`src/rtl/pll_serdes_trigger_config_bank_regs.svh`:
```
`ifndef PLL_SERDES_TRIGGER_CONFIG_BANK_REGS_SVH
`define PLL_SERDES_TRIGGER_CONFIG_BANK_REGS_SVH

// ----------------------------------------------------------------------
// Register offsets on the configuration serial port.
// ----------------------------------------------------------------------
`define FBDIV_N_OFFSET   15'h003e
`define OSC_BIAS_OFFSET  15'h003f
`define LANE_EMPH_OFFSET 15'h0048
`define TRIG_CFG_OFFSET  15'h0057
`define PIN_OVR_OFFSET   15'h0058

// ----------------------------------------------------------------------
// Reset values.
// ----------------------------------------------------------------------
`define FBDIV_N_RESET    8'h20
`define OSC_BIAS_RESET   8'h4f
`define LANE_EMPH_RESET  8'h00
`define TRIG_CFG_RESET   8'h00
`define PIN_OVR_RESET    8'h00

// ----------------------------------------------------------------------
// Field positions.
// ----------------------------------------------------------------------
`define FBDIV_N_MSB      5
`define OSC_BIAS_MSB     6
`define LANE_EMPH_MSB    3

// ----------------------------------------------------------------------
// Serial frame layout and trigger half-period terminal counts, one UI less than each half period.
// ----------------------------------------------------------------------
`define SPI_CMD_BITS     5'h10
`define SPI_LAST_BIT     5'h17
`define TRIG_SEL_TS      3'h3
`define TRIG_HALF_16UI   5'h07
`define TRIG_HALF_32UI   5'h0f
`define TRIG_HALF_64UI   5'h1f

`endif

```
`src/rtl/pll_serdes_trigger_config_bank_pkg.sv`:
```
package pll_serdes_trigger_config_bank_pkg;

  // Trigger-output control layout.
  typedef struct packed {
    logic       en;
    logic [3:0] rsv;
    logic [2:0] sel;
  } trig_cfg_t;

  // Synthesizer pin-override layout.
  typedef struct packed {
    logic       en;
    logic       rsv;
    logic [1:0] second_mode;
    logic [1:0] first_mode;
    logic       se_ref;
    logic       synth_en;
  } pin_ovr_t;

  // Serial port frame state.
  typedef enum logic {
    SPI_IDLE,
    SPI_SHIFT
  } spi_state_t;

endpackage

```
`src/rtl/pll_serdes_trigger_config_bank.sv`:
```
`timescale 1ns/1ps
`include "pll_serdes_trigger_config_bank_regs.svh"

// How it works
// [RULE1] The third feedback divider lives in bits 5:0 and resets to 0x20.
// [RULE2] The feedback divider divides by exactly the field value, 1 to 63.
// [RULE3] The divider counts sampling-clock enables and emits feedback pulses.
// [RULE4] Software holds the synthesizer in reset before changing the ratio.
// [RULE5] Software writes reserved bits only with their reset value.
// [RULE6] The bias field is bits 6:0, resets to 0x4F, software writes 0x4A.
// [RULE7] One four-bit pre-emphasis value drives all serial lanes alike.
// [RULE8] Trigger enable bit 7 turns the trigger buffer and divider on or off.
// [RULE9] Trigger select 0..3 picks 16, 32, 64 UI clocks or the timestamp.
// [RULE10] Software changes the trigger select only while it is disabled.
// [RULE11] Select codes 0..2 follow the serializer and stop on its re-init.
// [RULE12] The pin-override register resets to zero with the given fields.
// [RULE13] Override enable picks register fields over configuration pins.
// [RULE14] A reserved trigger select code leaves the trigger output idle.
module pll_serdes_trigger_config_bank
(
  // Clock and reset.
  input  wire logic       i_clk,
  input  wire logic       i_rst,
  // Configuration serial port pins.
  input  wire logic       i_spi_sclk,
  input  wire logic       i_spi_cs_n,
  input  wire logic       i_spi_sdi,
  output logic            o_spi_sdo,
  output logic            o_spi_sdo_oe,
  // Synthesizer feedback path.
  input  wire logic       i_sample_en,
  input  wire logic       i_synth_hold_in_reset,
  output logic            o_fb_pulse,
  output logic [5:0]      o_fbdiv_ratio,
  output logic [6:0]      o_oscillator_bias_level,
  // Serial lanes and trigger output.
  output logic [3:0]      o_lane_preemphasis_level,
  input  wire logic       i_ui_en,
  input  wire logic       i_ser_reinit,
  input  wire logic       i_timestamp_input,
  output logic            o_trigger_out_enable,
  output logic            o_trigger_output,
  // Synthesizer configuration pins and resolved controls.
  input  wire logic       i_pin_synth_en,
  input  wire logic       i_pin_single_ended_ref,
  input  wire logic [1:0] i_pin_clk_cfg,
  output logic            o_synth_enable,
  output logic            o_single_ended_ref,
  output logic [1:0]      o_first_divided_ref_mode,
  output logic [1:0]      o_second_divided_ref_mode
);

  // ----------------------------------------------------------------------
  // Pin synchronisers.
  // ----------------------------------------------------------------------
  logic [7:0] sync1_reg;
  logic [7:0] sync2_reg;
  logic       sclk_d_reg;
  wire  [7:0] pins_raw = {i_spi_sclk, i_spi_cs_n, i_spi_sdi, i_timestamp_input,
                          i_pin_synth_en, i_pin_single_ended_ref, i_pin_clk_cfg};
  wire        sclk_s   = sync2_reg[7];
  wire        cs_n_s   = sync2_reg[6];
  wire        sdi_s    = sync2_reg[5];
  wire        ts_s     = sync2_reg[4];
  wire        pin_en_s = sync2_reg[3];
  wire        pin_se_s = sync2_reg[2];
  wire  [1:0] pin_cfg_s = sync2_reg[1:0];
  wire        sclk_rise = sclk_s & ~sclk_d_reg;
  wire        sclk_fall = ~sclk_s & sclk_d_reg;

  // Two flops per pin; only the second stage is looked at.
  always_ff @(posedge i_clk)
  begin
    sync1_reg  <= pins_raw;
    sync2_reg  <= sync1_reg;
    sclk_d_reg <= sclk_s;
  end

  // ----------------------------------------------------------------------
  // Serial frame: read flag, 15-bit address, 8 data bits, MSB first.
  // ----------------------------------------------------------------------
  pll_serdes_trigger_config_bank_pkg::spi_state_t state_reg;
  logic [22:0] shift_reg;
  logic [4:0]  bit_cnt_reg;
  logic [7:0]  rd_shift_reg;
  logic        rd_frame_reg;
  logic [7:0] fbdiv_reg;
  logic [7:0] bias_reg;
  logic [7:0] emph_reg;
  pll_serdes_trigger_config_bank_pkg::trig_cfg_t trig_reg;
  pll_serdes_trigger_config_bank_pkg::pin_ovr_t  ovr_reg;
  wire [15:0] cmd_now  = {shift_reg[14:0], sdi_s};
  wire [14:0] cmd_addr = cmd_now[14:0];
  wire        cmd_done = sclk_rise && bit_cnt_reg == `SPI_CMD_BITS - 5'h01;
  wire        wr_en    = sclk_rise && bit_cnt_reg == `SPI_LAST_BIT
                         && !shift_reg[22] && state_reg ==
                         pll_serdes_trigger_config_bank_pkg::SPI_SHIFT;
  wire [14:0] wr_addr  = shift_reg[21:7];
  wire [7:0]  wr_data  = {shift_reg[6:0], sdi_s};
  wire        data_ph  = bit_cnt_reg >= `SPI_CMD_BITS;
  // Unmapped addresses read as zero; writes to them are dropped.
  wire [7:0] rd_data =
    (cmd_addr == `FBDIV_N_OFFSET)   ? fbdiv_reg :
    (cmd_addr == `OSC_BIAS_OFFSET)  ? bias_reg  :
    (cmd_addr == `LANE_EMPH_OFFSET) ? emph_reg  :
    (cmd_addr == `TRIG_CFG_OFFSET)  ? trig_reg  :
    (cmd_addr == `PIN_OVR_OFFSET)   ? ovr_reg   : 8'h00;
  // Frame sequencer; chip select high aborts any partial frame.
  always_ff @(posedge i_clk)
  begin
    if (i_rst || cs_n_s)
    begin
      state_reg    <= pll_serdes_trigger_config_bank_pkg::SPI_IDLE;
      bit_cnt_reg  <= 5'h00;
      rd_frame_reg <= 1'b0;
    end
    else if (sclk_rise)
    begin
      state_reg    <= pll_serdes_trigger_config_bank_pkg::SPI_SHIFT;
      shift_reg    <= {shift_reg[21:0], sdi_s};
      bit_cnt_reg  <= (bit_cnt_reg == `SPI_LAST_BIT) ? 5'h00
                                                      : bit_cnt_reg + 5'h01;
      if (cmd_done)
        rd_frame_reg <= cmd_now[15];
    end
  end
  // Read data leaves on falling edges so the master samples it on rising.
  // The read byte is loaded here too, so one process owns the shifter.
  always_ff @(posedge i_clk)
  begin
    if (i_rst || cs_n_s)
    begin
      o_spi_sdo    <= 1'b0;
      o_spi_sdo_oe <= 1'b0;
    end
    else if (sclk_fall && data_ph && rd_frame_reg)
    begin
      o_spi_sdo    <= rd_shift_reg[7];
      rd_shift_reg <= {rd_shift_reg[6:0], 1'b0};
      o_spi_sdo_oe <= 1'b1;
    end
    else if (cmd_done)
      rd_shift_reg <= rd_data;
  end

  // ----------------------------------------------------------------------
  // Register bank. Reserved bits are stored as written.
  // ----------------------------------------------------------------------
  always_ff @(posedge i_clk)
  begin
    if (i_rst)
    begin
      fbdiv_reg <= `FBDIV_N_RESET;   // [RULE1]
      bias_reg  <= `OSC_BIAS_RESET;  // [RULE6]
      emph_reg  <= `LANE_EMPH_RESET;
      trig_reg  <= `TRIG_CFG_RESET;  // [RULE8]
      ovr_reg   <= `PIN_OVR_RESET;   // [RULE12]
    end
    else if (wr_en)
    begin
      if (wr_addr == `FBDIV_N_OFFSET)   fbdiv_reg <= wr_data;
      if (wr_addr == `OSC_BIAS_OFFSET)  bias_reg  <= wr_data;
      if (wr_addr == `LANE_EMPH_OFFSET) emph_reg  <= wr_data;
      if (wr_addr == `TRIG_CFG_OFFSET)  trig_reg  <= wr_data;
      if (wr_addr == `PIN_OVR_OFFSET)   ovr_reg   <= wr_data;
    end
  end
  // Field outputs are register slices, so they come straight from flops.
  assign o_fbdiv_ratio            = fbdiv_reg[`FBDIV_N_MSB:0];   // [RULE1]
  assign o_oscillator_bias_level  = bias_reg[`OSC_BIAS_MSB:0];   // [RULE6]
  assign o_lane_preemphasis_level = emph_reg[`LANE_EMPH_MSB:0];  // [RULE7]
  assign o_trigger_out_enable     = trig_reg.en;                 // [RULE8]

  // ----------------------------------------------------------------------
  // Third feedback divider on the sampling-clock enable.
  // ----------------------------------------------------------------------
  logic [5:0] fb_cnt_reg;
  wire  [5:0] fb_ratio = fbdiv_reg[`FBDIV_N_MSB:0];
  wire        fb_wrap  = fb_cnt_reg >= fb_ratio - 6'h01;
  // A ratio of zero is unsupported and simply produces no pulses.
  always_ff @(posedge i_clk)
  begin
    if (i_rst || i_synth_hold_in_reset)  // [RULE4]
    begin
      fb_cnt_reg <= 6'h00;
      o_fb_pulse <= 1'b0;
    end
    else
    begin
      o_fb_pulse <= i_sample_en && fb_wrap && fb_ratio != 6'h00;  // [RULE2]
      if (i_sample_en)                                            // [RULE3]
        fb_cnt_reg <= fb_wrap ? 6'h00 : fb_cnt_reg + 6'h01;
    end
  end

  // ----------------------------------------------------------------------
  // Trigger output: divided UI clock or resampled timestamp.
  // ----------------------------------------------------------------------
  logic [4:0] trig_cnt_reg;
  logic       trig_lvl_reg;
  wire        sel_div  = trig_reg.sel < `TRIG_SEL_TS;
  wire [4:0]  half_cnt = (trig_reg.sel == 3'h0) ? `TRIG_HALF_16UI :
                         (trig_reg.sel == 3'h1) ? `TRIG_HALF_32UI :
                                                  `TRIG_HALF_64UI;  // [RULE9]
  wire        div_run  = trig_reg.en && sel_div && !i_ser_reinit;  // [RULE11]
  wire        trig_next =
    !trig_reg.en                    ? 1'b0 :          // [RULE8]
    div_run                         ? trig_lvl_reg :
    trig_reg.sel == `TRIG_SEL_TS    ? ts_s : 1'b0;     // [RULE9] [RULE14]
  // Serializer re-init restarts the divider, briefly breaking the waveform.
  always_ff @(posedge i_clk)
  begin
    if (i_rst || !div_run)
    begin
      trig_cnt_reg <= 5'h00;
      trig_lvl_reg <= 1'b0;
    end
    else if (i_ui_en)
    begin
      trig_cnt_reg <= (trig_cnt_reg >= half_cnt) ? 5'h00
                                                 : trig_cnt_reg + 5'h01;
      if (trig_cnt_reg >= half_cnt)
        trig_lvl_reg <= ~trig_lvl_reg;
    end
  end

  // The pin level is re-registered so the output leaves a flop directly.
  always_ff @(posedge i_clk)
  begin
    o_trigger_output <= i_rst ? 1'b0 : trig_next;
  end

  // ----------------------------------------------------------------------
  // Synthesizer control: pins unless the override is enabled.
  // ----------------------------------------------------------------------
  // Pin mode feeds both divided-ref modes from the clock-config pins.
  wire [5:0] synth_sel = ovr_reg.en  // [RULE13]
    ? {ovr_reg.synth_en, ovr_reg.se_ref, ovr_reg.first_mode,
       ovr_reg.second_mode}
    : {pin_en_s, pin_se_s, pin_cfg_s, pin_cfg_s};
  // Registered so the resolved controls leave the block from flops.
  always_ff @(posedge i_clk)
  begin
    if (i_rst)
      {o_synth_enable, o_single_ended_ref, o_first_divided_ref_mode,
       o_second_divided_ref_mode} <= 6'h00;
    else
      {o_synth_enable, o_single_ended_ref, o_first_divided_ref_mode,
       o_second_divided_ref_mode} <= synth_sel;
  end

  // ----------------------------------------------------------------------
  // Checks.
  // ----------------------------------------------------------------------
  a_fbdiv_reset_val: assert property (  // [RULE1]
    @(posedge i_clk) $past(i_rst) |-> fbdiv_reg == `FBDIV_N_RESET)
    else $error("feedback divider reset value wrong");
  a_fb_pulse_gap: assert property (  // [RULE2]
    @(posedge i_clk) disable iff (i_rst)
    (o_fb_pulse && fb_ratio > 6'h01 && !wr_en) |=> !o_fb_pulse)
    else $error("feedback pulses too close");
  a_fb_hold_quiet: assert property (  // [RULE4]
    @(posedge i_clk) disable iff (i_rst)
    i_synth_hold_in_reset |=> !o_fb_pulse)
    else $error("feedback pulse while held in reset");
  a_emph_write: assert property (  // [RULE7]
    @(posedge i_clk) disable iff (i_rst)
    (wr_en && wr_addr == `LANE_EMPH_OFFSET)
      |=> o_lane_preemphasis_level == $past(wr_data[3:0]))
    else $error("pre-emphasis write lost");
  a_trig_off_low: assert property (  // [RULE8]
    @(posedge i_clk) disable iff (i_rst)
    !trig_reg.en |=> !o_trigger_output)
    else $error("trigger toggles while disabled");
  a_trig_ts_follow: assert property (  // [RULE9]
    @(posedge i_clk) disable iff (i_rst)
    (trig_reg.en && trig_reg.sel == `TRIG_SEL_TS)
      |=> o_trigger_output == $past(ts_s))
    else $error("timestamp not resampled to trigger");
  a_trig_reinit_low: assert property (  // [RULE11]
    @(posedge i_clk) disable iff (i_rst)
    (i_ser_reinit && sel_div) |=> !o_trigger_output)
    else $error("trigger runs during serializer re-init");
  a_trig_rsv_idle: assert property (  // [RULE14]
    @(posedge i_clk) disable iff (i_rst)
    (trig_reg.sel > `TRIG_SEL_TS) |=> !o_trigger_output)
    else $error("reserved trigger select toggles");
  a_ovr_reg_wins: assert property (  // [RULE13]
    @(posedge i_clk) disable iff (i_rst)
    ovr_reg.en |=> o_synth_enable == $past(ovr_reg.synth_en))
    else $error("override enable ignored");
  a_ovr_pin_path: assert property (  // [RULE13]
    @(posedge i_clk) disable iff (i_rst)
    !ovr_reg.en |=> o_synth_enable == $past(pin_en_s))
    else $error("pin mode ignored");
endmodule

```
`config.mk`:
```
export PLATFORM = sky130hd
export DESIGN_NAME = pll_serdes_trigger_config_bank
export DESIGN_NICKNAME = d
export VERILOG_FILES = /design/src/rtl/pll_serdes_trigger_config_bank_pkg.sv /design/src/rtl/pll_serdes_trigger_config_bank.sv
export VERILOG_INCLUDE_DIRS = /design/src /design/src/rtl
export SDC_FILE = /design/constraint.sdc
export NUM_CORES = 1
export LEC_CHECK = 0
export BUFFER_PORTS_ARGS = -buffer_cell sky130_fd_sc_hd__clkbuf_2
export CAP_MARGIN = 0
export CORE_MARGIN = 2
export CORE_UTILIZATION = 51
export DETAILED_ROUTE_END_ITERATION = 16
export PLACE_DENSITY_LB_ADDON = 0.15
export SETUP_SLACK_MARGIN = 0.1
export SLEW_MARGIN = 30
export SYNTH_ARGS = -nofsm -noshare
export SYNTH_HDL_FRONTEND = slang
export SYNTH_SLANG_ARGS = --single-unit
```
`constraint.sdc`:
```
create_clock -name i_clk -period 3.4 [get_ports i_clk]
set_clock_uncertainty 0.1 [all_clocks]
set_input_delay 1.02 -clock i_clk [delete_from_list [all_inputs] [get_ports i_clk]]
set_output_delay 1.02 -clock i_clk [all_outputs]
set_load 0.02 [all_outputs]
```
Yosys cells after proc, flatten, opt, wreduce, memory -nomap -nowiden
Index checks and enable logic that the tools add are counted.

word-level totals
  input port bits = 14
  register bits after elaboration = 117
  word-level logic and storage cells = 105
  output and inout port bits = 28

operators by class
  $add $sub $neg = 4
  bitwise logic cells = 7
  reduce and logical (&&, ||, !) cells = 29
  equal/unequal tests = 14
  $lt $le $gt $ge = 4
  multiplexer cells = 15

operators with widths
  cell                                                         count
  == test 15 x 7 -> 1 bit (second input constant)              6
  == test 15 x 6 -> 1 bit (second input constant)              4
  2-to-1 mux 8 bit                                             7
  2-to-1 mux 5 bit                                             4
  AND reduction 2 bit                                          9
  2-to-1 mux 6 bit                                             2
  adder 5 x 1 -> 5 bit (second input constant)                 2
  logical AND 1 bit                                            10
  adder 6 x 1 -> 6 bit (second input constant)                 1
  >= comparator 6 bit                                          1
  nonzero test 6 bit                                           1
  subtractor 6 x 1 -> 6 bit (second input constant)            1
  == test 5 x 4 -> 1 bit (second input constant)               1
  == test 5 bit (second input constant)                        1
  >= comparator 5 bit                                          1
  >= comparator 5 bit (second input constant)                  1
  NOT 1 bit                                                    5
  == test 3 x 1 -> 1 bit (second input constant)               1
  == test 3 x 2 -> 1 bit (second input constant)               1
  zero test 1 bit                                              3
  zero test 3 bit                                              1
  logical OR 1 bit                                             3
  less-than comparator 3 x 2 -> 1 bit (second input constant)  1
  AND 1 bit                                                    2
  3 further kinds                                              4

Depth between registers and ports, before layout
Gate-level depths: netlist of run 1.

  depth after elaboration = 8
  gate-level depth with buffers = 10
  mapped depth without buffers = 10

Worst setup path before layout of run 1
No wires, ideal clock.

  path kind = input to register
  start point = input port i_rst
  end point = register shift_reg[0], enable pin
  data arrival time = 2.515 ns
  path buffers = 1
  library setup time = 0.405 ns
  setup slack = 0.380 ns
  data required time = 2.895 ns
  cell stages on the path = 3
  cell sequence = or2_2 clkbuf_1 nor2b_1

between the ends
  cells in the longest elaborated chain, start to end = 3

RTL lines
  what                           RTL line                               text
  start: declaration             pll_serdes_trigger_config_bank.sv:23   input wire logic i_rst,
  logical OR 1 bit               pll_serdes_trigger_config_bank.sv:111  if (i_rst || cs_n_s)
  NOT 1 bit (no line)            -
  AND reduction 2 bit (no line)  -
  end signal: assignment         pll_serdes_trigger_config_bank.sv:120  shift_reg <= {shift_reg[21:0], sdi_s};
  end: declaration               pll_serdes_trigger_config_bank.sv:83   logic [22:0] shift_reg;

Every way passes these cells.
A chain may end at the register's enable or synchronous reset.

Worst setup path in the final report of run 1
  start point = register fbdiv_reg[2]
  end point = output port o_fbdiv_ratio[2]

RTL lines
  what                      RTL line                               text
  start: declaration        pll_serdes_trigger_config_bank.sv:87   logic [7:0] fbdiv_reg;
  start signal: assignment  pll_serdes_trigger_config_bank.sv:153  fbdiv_reg <= `FBDIV_N_RESET;
  start signal: assignment  pll_serdes_trigger_config_bank.sv:161  if (wr_addr == `FBDIV_N_OFFSET) fbdiv_reg <= wr_data;
  end: declaration          pll_serdes_trigger_config_bank.sv:34   output logic [5:0] o_fbdiv_ratio,

No word-level cell between the ends.

==> out/summary.txt, run 1 <==
===========================================================================================
Number of flip-flops and latches in the synthesized netlist                             117
Worst Path Max Fanout                                                                     7
First drt pass iteration count                                                            4
Total routing resource utilization after global routing                               21.1%
Floorplan die width                                                                  103 um
Unrepaired setup endpoints after global routing                                       false
Part of the Yosys area used for sequential elements                                   52.8%
Clk sink count                                                                          117
Hold violation count in the final report                                                  0
Total via count after detailed routing                                                 3478
Share of async-settable or async-resettable flops after synthesis                        0%
Worst setup EP type                                                            primary output
Post-synth top area share                                                             34.3%
Multi-input logic area                                                             2140 um2
Die outline area                                                                  10700 um2
GPL Wtd Cong                                                                          0.820
Final Total Pwr                                                                     3.33 mW
Cell breakdown of the critical path                                                clkbuf_2
Detailed-route DRC error count                                                            0
Relative max-transition margin                                                        48.8%
Post-synthesis cell area                                                           5020 um2
Storage cell area                                                                  2650 um2
Antenna-violating nets left                                                               0
Reg2Reg Depth                                                                            10
Period utilisation layout                                                             68.9%
Number of setup buffers added after CTS                                                   0
Endpoint arrival time on the critical path                                          1.22 ns
Count of pins on the block boundary                                                      42
Worst path top cell family by delay                                              flip-flops
Startpoint class of the critical path                                                  flop
Average size of a mapped cell                                                      10.5 um2
Clk slew on worst S/H paths                                                         0.06 ns
Slowest cell on the critical path                                                   dfxtp_1
Initial antenna violation count                                                           0
Most frequent cells in the layout                                              dfxtp_1, nor2_1, mux2i_1, clkbuf_2, edfxtp_1
Syn_nets                                                                                505
Resized cells post-CTS                                                                    0
Critical path class                                                            flop to primary output
Maximum VDD drop                                                                     362 uV
Final min period                                                                    2.34 ns
Final HPWL DP                                                                       6870 um
Pin count of the biggest net entering global routing                                     50
CTS tree                                                                              built
Class of the tightest hold or removal check                                    flop to flop
Number of buffers inserted for hold repair after clock tree synthesis                     0
Fill cell instance count of the final layout                                            811
Largest cells by area after synthesis                                          dfxtp_1, edfxtp_1, mux2i_1
Floorplan Core Area                                                                9680 um2
Initial Utilization                                                                   51.8%
Crit. Startpoint                                                               fbdiv_reg[2]
CTS root buf                                                                       clkbuf_8
Static leakage                                                                      2.44 nW
Finished Layout Cells                                                                   652
Measured slew at the worst slew-check pin                                          0.762 ns
Routed vias/inst                                                                       5.33
Number of buffer and inverter instances along the worst setup path                        1
Total negative setup slack                                                             0 ns
Critical Path End                                                              o_fbdiv_ratio[2]
Cell type contributing the most total cell area after synthesis                     dfxtp_1
Total of endpoints with negative setup slack in the final report                          0
Average wire per cell in the routed design                                          15.5 um
Outcome                                                                           completed
Number of H-tree levels                                                                   4
Fraction of layout instances using a drive strength above 1                           16.4%
Post-layout net count                                                                   534
Source-to-sink clock delay at the later pin of the worst-skew pair                  0.53 ns
Area growth syn-to-layout                                                             16.4%
Max Slew Vio Count                                                                        0
Yosys warning count                                                                       0
Number of buffers created by CTS                                                         17
Slowest cell delay on critical path                                                 0.47 ns
Critical R2R Capture                                                           fb_cnt_reg[1]
Number of design-rule violations left by the first detailed-router iteration            141
Crit path required time                                                             2.28 ns
Most common library cell in the layout ignoring fill and taps                       dfxtp_1
Power per cell area                                                              570 nW/um2
Number of enable-type register cells in the synthesized netlist                          31
Grt total ovfl                                                                            0
Die Ht                                                                               103 um
Placed insts                                                                            620
Synthesized instance count                                                              477
Standard-cell rows                                                                       36
Buffers on Ports                                                                         41
Count of cell types in the netlist                                                       46
Ant. Diodes                                                                               0
Wirelength, routed                                                                 10100 um
Global-route wire length before repair                                             16800 um
Max-cap check violation count                                                             0
Register-to-register setup slack                                                    1.06 ns
Flip-flop count of the largest register, all copies and words added                      23
Synth Flop Type                                                                     dfxtp_1
Via count of the first global-routing pass                                             3338
Maximum clock frequency                                                             427 MHz
Total number of cells along the worst setup path                                          1
Max Buffers Root-to-Sink                                                                  2
Beginning of the worst register-to-register path                               fbdiv_reg[0]
===========================================================================================
==> power by group <==
group	switching [mW]	internal, mW	leakage (nW)
sequential	0.0156	1.45	0.984
combinational	0.0387	0.0251	1.16
clock	0.640	1.17	0.297
total	0.694	2.64	2.44
==> synthesized netlist by cell type (all sizes together), types with 3 or more instances <==
cell    number
o21ai       17
and2         3
nor4         7
buf         19
nand2b      24
nor3         8
nand4       14
a22oi        8
dfxtp       86
nor2b        6
ha          14
and3         5
inv          8
nand3        4
mux2i       44
nand2       27
a211oi       8
xnor2        6
clkbuf      16
nor2        62
a21oi       24
xor2        10
edfxtp      31
==> how the worst min path moves through the flow <==
| stage | start | endpoint | slack [ns] | depth (start not counted) |
|---|---|---|---|---|
| floorplan | sync1_reg[0] | sync2_reg[0] | 0.21 | 0 |
| global placement | sync1_reg[2] | sync2_reg[2] | 0.21 | 0 |
| detailed placement | sync1_reg[6] | sync2_reg[6] | 0.21 | 0 |
| CTS | sync1_reg[2] | sync2_reg[2] | 0.23 | 0 |
| global route | sync1_reg[3] | sync2_reg[3] | 0.23 | 0 |
| finish | sync1_reg[3] | sync2_reg[3] | 0.23 | 0 |
==> worst register-to-register path, stage by stage (launching register included) <==
cell	delay [ns]
dfxtp_1	0.41
inv_1	0.12
ha_1	0.24
nand2_1	0.08
xor2_1	0.16
ha_1	0.27
a21o_1	0.16
a21oi_1	0.30
and3_1	0.21
a22oi_1	0.08
nor3_1	0.14
==> layout make-up <==
type / count / share of cell area (%)
Clock buffer: 25 / 9.21
Clock inverter: 7 / 1.33
Inverter: 8 / 0.514
Multi-Input combinational cell: 317 / 36.7
Sequential cell: 117 / 45.4
Tap cell: 133 / 2.85
Timing Repair Buffer: 45 / 4.03
==> metrics by stage <==
stage	cell area (um2)	util (%)	worst slack, ns	hold WS [ns]
6_report	5840	60.3	1.06	0.226
5_1_grt	5840	60.3	0.794	0.230
4_1_cts	5840	60.3	1.03	0.228
3_5_place_dp	5230	54.0	0.806	0.212
3_3_place_gp	5230	54.0	0.818	0.211
2_1_floorplan	5020	-	0.380	0.210
==> cells by family (layout without fill, tap and decap cells) <==
group | count (synthesis) | count (layout) | share of synthesized area, %
adders and majority gates | 14 | 14 | 3.49
AOI/OAI and AO/OA | 66 | 66 | 7.95
xor gates and xnor gates | 16 | 16 | 2.79
and+or+nand+nor | 176 | 176 | 19.4
muxes | 45 | 45 | 9.00
buffers and inverters | 43 | 85 | 4.51
DFF | 117 | 117 | 52.8
==> layer usage <==
layer	vias up	routed length, um	global-route usage (%)
li1	1747	-	-
met1	1646	4950	28.6
met2	71	4640	31.8
met3	14	409	6.52
met4	0	121	8.10
met5	-	0	0
Power figures use the tool's default switching activity.
==> run 2, diff against run 1 <==
clock period = 2.16 ns   (was 3.4 ns; I/O delays follow)
==> out/summary.txt, run 2 (synthesized netlist as in run 1, its figures left out) <==
===========================================================================================
CTS tree                                                                              built
Total negative setup slack                                                             0 ns   unchanged
Most frequent cells in the layout                                              dfxtp_1, nor2_1, mux2i_1, clkbuf_2, buf_4
Outcome                                                                           completed
Sequential fraction of design power                                                   44.2%   +0.3 points
Fill cell instance count of the final layout                                            787   -3.0%
Cell-internal power                                                                 4.06 mW   +54%
Cell breakdown of the critical path                                            nand4b_1 > or3_4 > nor4_4 > buf_12 > mux2i_2 > nor2_1
Unrepaired setup endpoints after global routing                                        true
Fraction of layout instances using a drive strength above 1                           26.4%   +10 points
Critical path class                                                            flop to flop
Crit path required time                                                             2.48 ns   +0.20 ns
Maximum clock frequency                                                             477 MHz
Clk sink count                                                                          117   unchanged
Slowest cell delay on critical path                                                 0.46 ns   about the same
GPL Wtd Cong                                                                          0.798   -2.7%
Net Sw Frac                                                                           21.8%   +0.94 points
Max Buffers Root-to-Sink                                                                  2   unchanged
Grt total ovfl                                                                            0   unchanged
Endpoint arrival time on the critical path                                          2.41 ns   +1.19 ns
First drt pass iteration count                                                            4   unchanged
Startpoint class of the critical path                                                  flop
Number of design-rule violations left by the first detailed-router iteration            151   +7.1%
Number of buffer and inverter instances along the worst setup path                        1   unchanged
Wirelength, routed                                                                 10700 um   +6.1%
Routed vias/inst                                                                       5.33   -0.10%
Ant. Diodes                                                                               0   unchanged
Final HPWL DP                                                                       7130 um   +3.8%
Clock network fraction of total power                                                 53.5%   -0.7 points
Total of endpoints with negative setup slack in the final report                          0   unchanged
Measured slew at the worst slew-check pin                                          0.406 ns   -0.356 ns
Hold slack final                                                                   0.116 ns   -0.110 ns
Reg2Reg Depth                                                                             6   -4
Clk slew on worst S/H paths                                                         0.06 ns   about the same
Final min period                                                                    2.10 ns
Relative max-transition margin                                                        72.9%   +24 points
CTS root buf                                                                       clkbuf_8
Maximum VDD drop                                                                    1040 uV   +190%
Source-to-sink clock delay at the later pin of the worst-skew pair                  0.53 ns   about the same
Global-route wire length before repair                                             16700 um   -0.45%
Flip-flop count of the largest register, all copies and words added                      23   unchanged
Total routing resource utilization after global routing                               21.1%   about the same
Static leakage                                                                      2.63 nW   +7.9%
Number of buffers inserted for hold repair after clock tree synthesis                     0   unchanged
Initial antenna violation count                                                           1   +1
Initial Utilization                                                                   51.8%   unchanged
Dpl cell area                                                                      5460 um2   +4.4%
Standard-cell rows                                                                       36   unchanged
Net switching power figure                                                          1.13 mW   +63%
Combinational power share                                                              2.3%   +0.4 points
Count of pins on the block boundary                                                      42   unchanged
Power per cell area                                                              830 nW/um2   +46%
Pin count of the biggest net entering global routing                                     50   unchanged
Final worst slack                                                                 0.0635 ns   -0.996 ns
Average wire per cell in the routed design                                          15.6 um   +0.69%
Class of the tightest hold or removal check                                    primary input to flop
Worst hold path stage count                                                               1   +1
Period utilisation layout                                                             97.1%
Worst setup EP type                                                                    flop
Detailed-route DRC error count                                                            0   unchanged
Total number of cells along the worst setup path                                          6   +5
Number of buffers created by CTS                                                         17   unchanged
Post-layout net count                                                                   569   +6.6%
Most common library cell in the layout ignoring fill and taps                       dfxtp_1
Hold violation count in the final report                                                  0   unchanged
Die outline area                                                                  10700 um2   unchanged
Antenna-violating nets left                                                               0   unchanged
Max Slew Vio Count                                                                        0   unchanged
Post-route design area                                                             6260 um2   +7.1%
Floorplan die width                                                                  103 um   unchanged
Worst path top cell family by delay                                            simple AND/OR/NAND/NOR gates
Post-placement worst setup slack                                                  0.0514 ns   -0.754 ns
Total via count after detailed routing                                                 3661   +5.3%
Area growth syn-to-layout                                                             24.6%
Slowest cell on the critical path                                                  edfxtp_1
Buffers on Ports                                                                         41   unchanged
Die Ht                                                                               103 um   unchanged
Worst Path Max Fanout                                                                     8   +1
Number of H-tree levels                                                                   4   unchanged
Floorplan Core Area                                                                9680 um2   unchanged
Max-cap check violation count                                                             0   unchanged
Via count of the first global-routing pass                                             3315   -0.69%
===========================================================================================
run 2: cell count changes in the layout (fill, tap and decap cells not counted), sizes merged:
cell	previous run	this run
clkinv	1	4
clkbuf	66	62
buf	4	39
clkinvlp	2	0
inv	11	14
run 2: metal layers:
layer	GRT usage (%)	wire length, um	vias up
met3	7.12	433	11
met2	32.0	5040	73
li1	-	-	1812
met4	8.50	140	0
met5	0	0	-
met1	27.8	5120	1765
run 2: final cells by class:
type | count | area (um2) | area share (%)
clock buffers | 21 | 492 | 7.86
well taps | 133 | 166 | 2.66
clock inverters | 11 | 106 | 1.70
multi-input cells | 317 | 2250 | 35.9
flip-flops and latches | 117 | 2660 | 42.4
inverters | 8 | 30.0 | 0.480
repair buffers | 80 | 559 | 8.94
run 2: per-stage QoR:
stage	std cells	utilization [%]	power, mW
after floorplan	477	-	2.41
after CTS	677	62.9	5.24
after global routing	687	64.6	5.36
after global placement	643	56.3	2.45
after detailed placement	643	56.3	2.46
final	687	64.6	5.20
run 2: worst reg2reg max path: stages (launching register included):
cell and delay [ns]:
edfxtp_1 0.46, nand4b_1 0.25, or3_4 0.38, nor4_4 0.33
buf_12 0.18, mux2i_2 0.23, nor2_1 0.05
run 2: power groups by stage:
stage               Clock, mW  Combinational (mW)  Sequential (mW)
floorplan                   0              0.0613             2.34
global placement            0               0.111             2.34
detailed placement          0               0.113             2.34
CTS                      2.82               0.114             2.30
global route             2.93               0.130             2.30
finish                   2.78               0.117             2.30
run 2: worst paths after layout:
kind	startpoint	endpoint	slack, ns
worst min register to register	sync1_reg[5]	sync2_reg[5]	0.23
worst max-delay path	shift_reg[14]	o_trigger_out_enable	0.06
worst min-delay path	i_pin_clk_cfg[1]	sync1_reg[1]	0.12
worst max register to register	shift_reg[14]	o_trigger_out_enable	0.06
run 2: what timing repair did:
item	CTS	global route
buffers inserted	2	10
setup endpoints to repair	19	55
gates resized for setup	6	24
pin swaps	2	18
